**config.mk**
```make
export PLATFORM = sky130hd
export DESIGN_NAME = cag_circ_addr_gen
export DESIGN_NICKNAME = d
export VERILOG_FILES = /design/src/cag_pkg.sv /design/src/cag_circ_addr_gen.sv
export SDC_FILE = /design/constraint.sdc
export NUM_CORES = 1
export LEC_CHECK = 0
export BUFFER_PORTS_ARGS = -buffer_cell sky130_fd_sc_hd__buf_4
export CORE_UTILIZATION = 55
export DETAILED_ROUTE_END_ITERATION = 12
export MAX_ROUTING_LAYER = met4
export PLACE_DENSITY = 0.78
export SKIP_LAST_GASP = 1
export SYNTH_ARGS = -nofsm -noshare
export SYNTH_HDL_FRONTEND = slang
export SYNTH_SLANG_ARGS = --single-unit
```
**constraint.sdc**
```tcl
create_clock -name aclk -period 7.2 [get_ports aclk]
set_clock_uncertainty 0.05 [all_clocks]
set_input_delay 1.44 -clock aclk [delete_from_list [all_inputs] [get_ports aclk]]
set_output_delay 1.44 -clock aclk [all_outputs]
set_load 0.01 [all_outputs]
```
**src/cag_pkg.sv**
```systemverilog
// shared constants, register map and types for the circular/bit-reversed address generator
package cag_pkg;

  // =====================================================================
  // register byte offsets (axi4-lite, one 32-bit word each)
  localparam logic [7:0] REG_CONTROL = 8'h00;
  localparam logic [7:0] REG_X_START = 8'h04;
  localparam logic [7:0] REG_X_END = 8'h08;
  localparam logic [7:0] REG_Y_START = 8'h0c;
  localparam logic [7:0] REG_Y_END = 8'h10;
  localparam logic [7:0] REG_PAGE = 8'h14;
  localparam logic [7:0] REG_BITREV = 8'h18;
  localparam logic [7:0] REG_STATUS = 8'h1c;

  // =====================================================================
  // control register fields
  localparam int CTL_X_EN_BIT = 15;
  localparam int CTL_Y_EN_BIT = 14;
  localparam int CTL_BR_SEL_LSB = 8;
  localparam int CTL_Y_SEL_LSB = 4;
  localparam int CTL_X_SEL_LSB = 0;
  localparam int SEL_W = 4;
  localparam logic [SEL_W-1:0] SEL_NONE = 4'hf;
  localparam logic [15:0] CONTROL_RESET = 16'h0fff;

  // bit-reverse control: enable and field width in word-address bits
  localparam int BR_EN_BIT = 15;
  localparam int BR_BITS_LSB = 0;
  localparam int BR_BITS_W = 4;
  localparam logic [15:0] BITREV_RESET = 16'h0000;

  // status fields
  localparam int ST_WRAP_BIT = 0;
  localparam int ST_BREV_BIT = 1;
  localparam int ST_EA_LSB = 16;

  // =====================================================================
  // axi responses and datapath constants
  localparam logic [1:0] RESP_OKAY = 2'b00;
  localparam logic [1:0] RESP_SLVERR = 2'b10;
  localparam logic [15:0] STEP_WORD = 16'h0002;
  localparam logic [15:0] STEP_BYTE = 16'h0001;

  // addressing modes supplied by the instruction datapath
  typedef enum logic [2:0] {
    cag_mode_plain,
    cag_mode_post_inc,
    cag_mode_pre_inc,
    cag_mode_post_dec,
    cag_mode_pre_dec,
    cag_mode_reg_indexed,
    cag_mode_lit_offset
  } cag_mode_e;

endpackage

```
**src/cag_circ_addr_gen.sv**
```systemverilog
// circular buffer and bit-reversed effective address generator with axi4-lite registers
// ==========================================================================
//
// The placing of the registers and the AXI4-Lite interface to the registers are this design's own decisions.
`timescale 1ns/100ps
module cag_circ_addr_gen #(
  parameter int PAGE_W = 9
) (
  input wire logic aclk, // 50 mhz system clock
  input wire logic aresetn, // synchronous reset, active low
  input wire logic [7:0] awaddr, // write address
  input wire logic awvalid, // write address valid
  output logic awready, // write address ready
  input wire logic [31:0] wdata, // write data
  input wire logic [3:0] wstrb, // write byte strobes
  input wire logic wvalid, // write data valid
  output logic wready, // write data ready
  output logic [1:0] bresp, // write response
  output logic bvalid, // write response valid
  input wire logic bready, // write response ready
  input wire logic [7:0] araddr, // read address
  input wire logic arvalid, // read address valid
  output logic arready, // read address ready
  output logic [31:0] rdata, // read data
  output logic [1:0] rresp, // read response
  output logic rvalid, // read data valid
  input wire logic rready, // read data ready
  input wire logic req_valid, // address request from datapath
  input wire logic req_write, // request is a data write
  input wire logic req_space_y, // read request targets y space
  input wire logic req_word, // word access (byte access when low)
  input wire logic [2:0] req_mode, // addressing mode, cag_mode_e
  input wire logic [3:0] req_ptr_sel, // pointer register number
  input wire logic [15:0] req_ptr, // pointer register value
  input wire logic [15:0] req_offset, // signed index or literal offset
  output logic ea_valid, // effective address valid, one cycle
  output logic [15:0] ea, // effective address
  output logic [PAGE_W-1:0] ea_page, // page of effective address
  output logic wb_valid, // pointer write-back strobe
  output logic [3:0] wb_ptr_sel, // pointer register to update
  output logic [15:0] wb_ptr // new pointer value
);

  // ========================================================================
  // elaboration checks
  if (PAGE_W < 1 || PAGE_W > 16) begin : g_bad_page
    $error("PAGE_W must be 1..16");
  end

  // ========================================================================
  // helpers
  // mirror the low n bits of a value; bits above n are dropped
  function automatic logic [15:0] mirror(input logic [15:0] v, input logic [3:0] n);
    logic [15:0] r;
    r = 16'h0000;
    for (int i = 0; i < 16; i++) begin
      if (i < int'(n)) begin
        r[i] = v[int'(n) - 1 - i];
      end
    end
    return r;
  endfunction

  // ========================================================================
  // register bus state
  logic [15:0] control, next_control;
  logic [15:0] x_circ_start_addr, next_x_circ_start_addr;
  logic [15:0] x_circ_end_addr, next_x_circ_end_addr;
  logic [15:0] y_circ_start_addr, next_y_circ_start_addr;
  logic [15:0] y_circ_end_addr, next_y_circ_end_addr;
  logic [PAGE_W-1:0] data_page_select, next_data_page_select;
  logic [15:0] bitrev_ctl, next_bitrev_ctl;
  logic aw_held, next_aw_held;
  logic [7:0] aw_addr_q, next_aw_addr_q;
  logic w_held, next_w_held;
  logic [31:0] w_data_q, next_w_data_q;
  logic [3:0] w_strb_q, next_w_strb_q;
  logic next_bvalid, next_rvalid;
  logic [1:0] next_bresp, next_rresp;
  logic [31:0] next_rdata;
  logic [31:0] wr_data;
  logic [15:0] wr_mask;
  logic do_write;
  logic last_wrap, last_brev;

  // control fields
  logic x_circ_enable, y_circ_enable;
  logic [3:0] x_circ_pointer_select, y_circ_pointer_select, brev_pointer_select;
  assign x_circ_enable = control[cag_pkg::CTL_X_EN_BIT];
  assign y_circ_enable = control[cag_pkg::CTL_Y_EN_BIT];
  assign x_circ_pointer_select = control[cag_pkg::CTL_X_SEL_LSB +: cag_pkg::SEL_W];
  assign y_circ_pointer_select = control[cag_pkg::CTL_Y_SEL_LSB +: cag_pkg::SEL_W];
  assign brev_pointer_select = control[cag_pkg::CTL_BR_SEL_LSB +: cag_pkg::SEL_W];

  // address and data may arrive in either order; each is held until both are in
  assign awready = !aw_held && !bvalid;
  assign wready = !w_held && !bvalid;
  assign arready = !rvalid;
  assign wr_data = w_held ? w_data_q : wdata;
  assign wr_mask = {{8{(w_held ? w_strb_q[1] : wstrb[1])}},
                    {8{(w_held ? w_strb_q[0] : wstrb[0])}}};

  // write channel and register update
  always_comb begin
    logic aw_now, w_now;
    logic [7:0] wa;
    logic [15:0] nv;
    aw_now = aw_held || (awvalid && awready);
    w_now = w_held || (wvalid && wready);
    wa = aw_held ? aw_addr_q : awaddr;
    nv = 16'h0000;
    next_aw_held = aw_held;
    next_aw_addr_q = aw_addr_q;
    next_w_held = w_held;
    next_w_data_q = w_data_q;
    next_w_strb_q = w_strb_q;
    next_bvalid = bvalid;
    next_bresp = bresp;
    next_control = control;
    next_x_circ_start_addr = x_circ_start_addr;
    next_x_circ_end_addr = x_circ_end_addr;
    next_y_circ_start_addr = y_circ_start_addr;
    next_y_circ_end_addr = y_circ_end_addr;
    next_data_page_select = data_page_select;
    next_bitrev_ctl = bitrev_ctl;
    do_write = aw_now && w_now && !bvalid;
    if (bvalid && bready) begin
      next_bvalid = 1'b0;
    end
    if (awvalid && awready) begin
      next_aw_held = 1'b1;
      next_aw_addr_q = awaddr;
    end
    if (wvalid && wready) begin
      next_w_held = 1'b1;
      next_w_data_q = wdata;
      next_w_strb_q = wstrb;
    end
    if (do_write) begin
      next_aw_held = 1'b0;
      next_w_held = 1'b0;
      next_bvalid = 1'b1;
      next_bresp = cag_pkg::RESP_OKAY;
      if (wa == cag_pkg::REG_CONTROL) begin
        next_control = (control & ~wr_mask) | (wr_data[15:0] & wr_mask);
      end else if (wa == cag_pkg::REG_X_START) begin
        next_x_circ_start_addr = (x_circ_start_addr & ~wr_mask) | (wr_data[15:0] & wr_mask);
      end else if (wa == cag_pkg::REG_X_END) begin
        next_x_circ_end_addr = (x_circ_end_addr & ~wr_mask) | (wr_data[15:0] & wr_mask);
      end else if (wa == cag_pkg::REG_Y_START) begin
        next_y_circ_start_addr = (y_circ_start_addr & ~wr_mask) | (wr_data[15:0] & wr_mask);
      end else if (wa == cag_pkg::REG_Y_END) begin
        next_y_circ_end_addr = (y_circ_end_addr & ~wr_mask) | (wr_data[15:0] & wr_mask);
      end else if (wa == cag_pkg::REG_PAGE) begin
        nv = (16'(data_page_select) & ~wr_mask) | (wr_data[15:0] & wr_mask);
        next_data_page_select = nv[PAGE_W-1:0];
      end else if (wa == cag_pkg::REG_BITREV) begin
        next_bitrev_ctl = (bitrev_ctl & ~wr_mask) | (wr_data[15:0] & wr_mask);
      end else if (wa != cag_pkg::REG_STATUS) begin
        next_bresp = cag_pkg::RESP_SLVERR; // unmapped; status is read-only, write ignored
      end
    end
  end

  // read channel; unmapped addresses answer slverr with zero data
  always_comb begin
    next_rvalid = rvalid;
    next_rdata = rdata;
    next_rresp = rresp;
    if (rvalid && rready) begin
      next_rvalid = 1'b0;
    end
    if (arvalid && arready) begin
      next_rvalid = 1'b1;
      next_rresp = cag_pkg::RESP_OKAY;
      next_rdata = 32'h0000_0000;
      if (araddr == cag_pkg::REG_CONTROL) begin
        next_rdata = {16'h0000, control};
      end else if (araddr == cag_pkg::REG_X_START) begin
        next_rdata = {16'h0000, x_circ_start_addr};
      end else if (araddr == cag_pkg::REG_X_END) begin
        next_rdata = {16'h0000, x_circ_end_addr};
      end else if (araddr == cag_pkg::REG_Y_START) begin
        next_rdata = {16'h0000, y_circ_start_addr};
      end else if (araddr == cag_pkg::REG_Y_END) begin
        next_rdata = {16'h0000, y_circ_end_addr};
      end else if (araddr == cag_pkg::REG_PAGE) begin
        next_rdata = 32'(data_page_select);
      end else if (araddr == cag_pkg::REG_BITREV) begin
        next_rdata = {16'h0000, bitrev_ctl};
      end else if (araddr == cag_pkg::REG_STATUS) begin
        next_rdata[cag_pkg::ST_EA_LSB +: 16] = ea;
        next_rdata[cag_pkg::ST_WRAP_BIT] = last_wrap;
        next_rdata[cag_pkg::ST_BREV_BIT] = last_brev;
      end else begin
        next_rresp = cag_pkg::RESP_SLVERR;
      end
    end
  end

  // register bus flops
  always_ff @(posedge aclk) begin
    if (!aresetn) begin
      control <= cag_pkg::CONTROL_RESET;
      x_circ_start_addr <= 16'h0000;
      x_circ_end_addr <= 16'h0000;
      y_circ_start_addr <= 16'h0000;
      y_circ_end_addr <= 16'h0000;
      data_page_select <= '0;
      bitrev_ctl <= cag_pkg::BITREV_RESET;
      aw_held <= 1'b0;
      aw_addr_q <= 8'h00;
      w_held <= 1'b0;
      w_data_q <= 32'h0000_0000;
      w_strb_q <= 4'h0;
      bvalid <= 1'b0;
      bresp <= cag_pkg::RESP_OKAY;
      rvalid <= 1'b0;
      rdata <= 32'h0000_0000;
      rresp <= cag_pkg::RESP_OKAY;
    end else begin
      control <= next_control;
      x_circ_start_addr <= next_x_circ_start_addr;
      x_circ_end_addr <= next_x_circ_end_addr;
      y_circ_start_addr <= next_y_circ_start_addr;
      y_circ_end_addr <= next_y_circ_end_addr;
      data_page_select <= next_data_page_select;
      bitrev_ctl <= next_bitrev_ctl;
      aw_held <= next_aw_held;
      aw_addr_q <= next_aw_addr_q;
      w_held <= next_w_held;
      w_data_q <= next_w_data_q;
      w_strb_q <= next_w_strb_q;
      bvalid <= next_bvalid;
      bresp <= next_bresp;
      rvalid <= next_rvalid;
      rdata <= next_rdata;
      rresp <= next_rresp;
    end
  end

  // ========================================================================
  // address datapath: one request per cycle, answer one cycle later
  logic next_ea_valid, next_wb_valid, next_last_wrap, next_last_brev;
  logic [15:0] next_ea, next_wb_ptr;
  logic [PAGE_W-1:0] next_ea_page;
  logic [3:0] next_wb_ptr_sel;

  always_comb begin
    logic use_x, mod_on, brev_on, is_inc, is_dec, is_pre, is_post, writes_back;
    logic [15:0] delta, lo, hi, step, fld, newp, brmask, corr;
    logic [16:0] blen;
    logic signed [17:0] sum;
    logic up, down, out_page, cross_ok, wrap;
    logic [3:0] sel, nbits;
    // writes always use the x generator; reads pick by space
    use_x = req_write || !req_space_y;
    sel = use_x ? x_circ_pointer_select : y_circ_pointer_select;
    lo = use_x ? x_circ_start_addr : y_circ_start_addr;
    hi = use_x ? x_circ_end_addr : y_circ_end_addr;
    mod_on = (use_x ? x_circ_enable : y_circ_enable) && (sel != cag_pkg::SEL_NONE)
             && (req_ptr_sel == sel);
    is_inc = (req_mode == cag_pkg::cag_mode_post_inc) || (req_mode == cag_pkg::cag_mode_pre_inc);
    is_dec = (req_mode == cag_pkg::cag_mode_post_dec) || (req_mode == cag_pkg::cag_mode_pre_dec);
    is_post = (req_mode == cag_pkg::cag_mode_post_inc) || (req_mode == cag_pkg::cag_mode_post_dec);
    is_pre = (req_mode == cag_pkg::cag_mode_pre_inc) || (req_mode == cag_pkg::cag_mode_pre_dec);
    writes_back = is_inc || is_dec;
    step = req_word ? cag_pkg::STEP_WORD : cag_pkg::STEP_BYTE;
    if (is_inc) begin
      delta = step;
    end else if (is_dec) begin
      delta = 16'(-step);
    end else if (req_mode == cag_pkg::cag_mode_reg_indexed
                 || req_mode == cag_pkg::cag_mode_lit_offset) begin
      delta = req_offset;
    end else begin
      delta = 16'h0000;
    end
    sum = $signed({2'b00, req_ptr}) + $signed({{2{delta[15]}}, delta});
    // movement direction decides which boundary is tested
    up = !delta[15] && (delta != 16'h0000);
    down = delta[15];
    // a carry out of the 16-bit page offset leaves the page; only page 0 edges, or a borrow below page 1, pass
    out_page = sum[17:16] != 2'b00;
    cross_ok = (data_page_select == '0)
               || (data_page_select == PAGE_W'(1) && sum[17]);
    blen = 17'({1'b0, hi}) - 17'({1'b0, lo}) + 17'h0_0001;
    corr = sum[15:0];
    wrap = 1'b0;
    if (mod_on && (!out_page || cross_ok)) begin
      // the up test uses the end address, the down test the start address
      if (up && sum > $signed({2'b00, hi})) begin
        corr = 16'(sum[15:0] - blen[15:0]);
        wrap = 1'b1;
      end else if (down && sum < $signed({2'b00, lo})) begin
        corr = 16'(sum[15:0] + blen[15:0]);
        wrap = 1'b1;
      end
    end
    // reverse-carry step: mirror, add one, mirror back; bit 0 is never touched
    nbits = bitrev_ctl[cag_pkg::BR_BITS_LSB +: cag_pkg::BR_BITS_W];
    brev_on = req_write && is_inc && req_word && bitrev_ctl[cag_pkg::BR_EN_BIT]
              && (brev_pointer_select != cag_pkg::SEL_NONE)
              && (req_ptr_sel == brev_pointer_select);
    brmask = 16'((17'h0_0001 << nbits) - 17'h0_0001) << 1;
    fld = mirror(16'(mirror(16'(req_ptr >> 1), nbits) + 16'h0001), nbits);
    newp = (req_ptr & ~brmask) | (16'(fld << 1) & brmask);
    // bit reversal wins over modulo for word increment writes on the same pointer
    next_ea_valid = req_valid;
    next_wb_valid = req_valid && writes_back;
    next_last_wrap = last_wrap;
    next_last_brev = last_brev;
    next_ea = ea;
    next_wb_ptr = wb_ptr;
    next_wb_ptr_sel = wb_ptr_sel;
    next_ea_page = ea_page;
    if (req_valid) begin
      next_last_wrap = wrap && !brev_on;
      next_last_brev = brev_on;
      next_ea_page = data_page_select;
      next_wb_ptr_sel = req_ptr_sel;
      if (brev_on) begin
        next_ea = is_pre ? newp : req_ptr;
        next_wb_ptr = newp;
      end else begin
        next_ea = is_post ? req_ptr : corr;
        next_wb_ptr = writes_back ? corr : req_ptr;
      end
    end
  end

  // datapath output flops
  always_ff @(posedge aclk) begin
    if (!aresetn) begin
      ea_valid <= 1'b0;
      ea <= 16'h0000;
      ea_page <= '0;
      wb_valid <= 1'b0;
      wb_ptr_sel <= 4'h0;
      wb_ptr <= 16'h0000;
      last_wrap <= 1'b0;
      last_brev <= 1'b0;
    end else begin
      ea_valid <= next_ea_valid;
      ea <= next_ea;
      ea_page <= next_ea_page;
      wb_valid <= next_wb_valid;
      wb_ptr_sel <= next_wb_ptr_sel;
      wb_ptr <= next_wb_ptr;
      last_wrap <= next_last_wrap;
      last_brev <= next_last_brev;
    end
  end

endmodule

```
==> flow_summary.yaml <==
outcome:
  outcome: "finished clean"
worst_setup_path:
  reg2reg_to: "wb_ptr[1]"
  crit_path_start_kind: "input pin"
  worstPathArrival_ns: 7.27
  worstSetupStartpoint: "req_mode[1]"
  reg2regPathDepth: 20
  critPathCaptureType: "flip-flop"
  path_class: "in2reg"
  cp_max_fo: 11
  critPathRequiredTime_ns: 7.61
  rrSetupSlack_ns: 1.24
sta:
  setup_viol: 0
  slew_headroom: 0.203
  max_freq_mhz: 146
  hold_viol: 0
  worst_slew_pin_slew_ns: 1.19
  fin_crit_sh: 0.954
  postLayoutSetupSlackWorst_ns: 0.334
  slew_viol_final: 0
  fin_crit_ns: 6.87
  rsz0062_at_grt: "no"
route:
  drc_errors: 0
  vias_per_cell: 6.65
  wire_per_inst_um: 23.0
  dr.pass1.iters: 7
  wl_mm: 67.8
  ant_nets: 0
  dr.first_iter.drc_count: 2267
  route.vias.total: 19600
synth:
  synthArstFlopShare: 0
  synth_top_area_frac: 0.244
  syn_inst: 2328
  synth_flop_cell: "dfxtp_1"
  synth_area_um2: 17900
  avgSynthCellArea_um2: 7.70
  ys_warn_count: 0
  synthTopCellsByArea: "dfxtp_1 24%, ha_1 8.3%, nor2_1 5.8%, mux2i_1 5.5%, a21oi_1 5.1%"
  ys_ff_latch: 218
  synth.largest_area_cell: "dfxtp_1"
  synth.distinct_cells: 100
  yosysSeqAreaShare: 0.244
  synth-edff-count: 0
final_layout:
  stdcell_count: 2947
  num_antenna_cells: 0
  layout_commonest_cell: "buf_4"
  seqCellArea_um2: 4370
  fillers: 2788
  drive_above_1_share: 0.159
  fin_area_um2: 20900
  mostFrequentLayoutCells: "278 x buf_4, 276 x nor2_1, 234 x nand2_1"
  multi_input_area_um2: 12600
  nets: 2720
  area_growth_pct: 16.7
clock_tree:
  cts_buffers: 25
  htreeDepth: 1
  post_cts_buffers: 0
  cts_tree: "built"
  cts-root-buf: "clkbuf_16"
  insertion_delay_ns: 0.55
  cts.repair.resized: 0
  cts_buffer_depth: 3
  cts.sinks: 218
  cts_hold_buffers: 0
  clk_pin_slew_ns: 0.06
worst_hold_path:
  min_path_cells: 2
  min_from: "rdata[18]"
  worstHoldEndpoint: "rdata[18]"
  hp-class: "reg2reg"
floorplan:
  dieHeight_um: 183
  start_util: 0.564
  fp.dieArea_um2: 33300
  die_w_um: 183
  fp.coreArea_um2: 31800
  num_io_pins: 190
  rows: 65
placement:
  port-buffer-count: 169
  place_inst: 2903
  dp_hpwl_mm: 51.5
  postPlaceCellArea_um2: 20000
  dpl_worst_slack_ns: -0.0617
  gp_congestion: 1.09
power_and_ir_drop:
  powerDensity_nw_per_um2: 185
  leakagePower_uw: 0.00841
  p_int_uw: 2600
  p_total_uw: 3870
  pwr-share-seq: 0.335
  pwr-share-comb: 0.298
  power.clock.fraction: 0.367
  p_switching_uw: 1270
  ir_drop_mv: 0.195
  switching_share: 0.329
flow_run:
  cap_violations: 0
global_routing:
  grt_overflow_total: 0
  grt_max_degree: 89
  first_global_vias: 18000
  grt_pass1_wl_mm: 103
  track_usage: 0.408
  antenna_found_initial: 0
through the flow:
| step | TNS [ns] | utilization | hold WS [ns] |
|---|---|---|---|
| 6_report | 0 | 0.658 | 0.404 |
| 4_1_cts | 0 | 0.658 | 0.403 |
| 3_5_place_dp | -0.132 | 0.629 | 0.395 |
| 2_1_floorplan | 0 | - | 0.383 |
| 5_1_grt | 0 | 0.658 | 0.421 |
| 3_3_place_gp | 0 | 0.629 | 0.389 |
critical path: stages:
cell,delay (ns)
buf_4,0.14
nor2_1,0.27
xnor2_2,0.10
o21ai_0,0.29
ha_1,0.24
inv_1,0.06
fa_1,0.38
nor2b_1,0.19
o31a_1,0.17
o32a_1,0.19
nand2_1,0.09
o21ai_0,0.27
xor2_1,0.43
ha_1,0.24
nand4_1,0.13
or2_2,0.33
o32ai_1,0.34
o21ba_2,0.21
a221o_1,0.15
buf_4,0.10
nand3_1,0.19
a31oi_1,0.29
buf_4,0.25
nor2_1,0.09
o31a_1,0.26
o211a_1,0.21
a211oi_1,0.21
power groups by stage:
| stage | logic (uW) | registers [uW] | clock network [uW] |
|---|---|---|---|
| final | 1150 | 1300 | 1420 |
| after global routing | 1250 | 1300 | 1480 |
| after CTS | 1120 | 1290 | 1430 |
| after detailed placement | 1110 | 1320 | 0 |
| after global placement | 1090 | 1320 | 0 |
| after floorplan | 691 | 1310 | 0 |
area by class of cell:
class	count	area share
clock buffer	31	0.0319
clock inverter	13	0.0120
tap	435	0.0260
multi-input combinational	1873	0.604
timing repair buffer	278	0.0998
sequential	218	0.209
inverter	99	0.0179
worst max path at each step:
stage / to
floorplan: ea[14]
global placement: ea[7]
detailed placement: ea[8]
CTS: ea[8]
global route: ea[12]
finish: ea[8]
synth_stat cells, drive strengths merged (18+ instances only):
cell type / n
and2: 26
o221ai: 18
clkbuf: 102
buf: 37
a22oi: 31
xnor2: 38
ha: 119
nor2: 276
nand2: 234
a31oi: 29
and3: 18
a21oi: 182
a21o: 23
inv: 96
or3: 21
mux2: 20
o21ai: 132
nand2b: 25
o211ai: 29
dfxtp: 218
xor2: 21
nor3: 42
nand3: 70
nor2b: 22
a211oi: 97
mux2i: 98
logic make-up after synthesis:
group | Yosys count | share of synthesized area
xor gates and xnor gates | 61 | 0.0324
adders and majority gates | 138 | 0.0959
buffers and inverters | 238 | 0.0535
muxes | 134 | 0.0876
other | 1 | 0.000209
and+or+nand+nor | 805 | 0.207
AOI/OAI and AO/OA | 733 | 0.280
DFF | 218 | 0.244
metal layers:
metal | routed length (um) | track usage | part of all wire
met3 | 7510 | 0.0750 | 0.11
met4 | 3160 | 0.158 | 0.047
met5 | 0 | - | 0
met1 | 27300 | 0.520 | 0.40
met2 | 29900 | 0.638 | 0.44
Power figures use the tool's default switching activity.
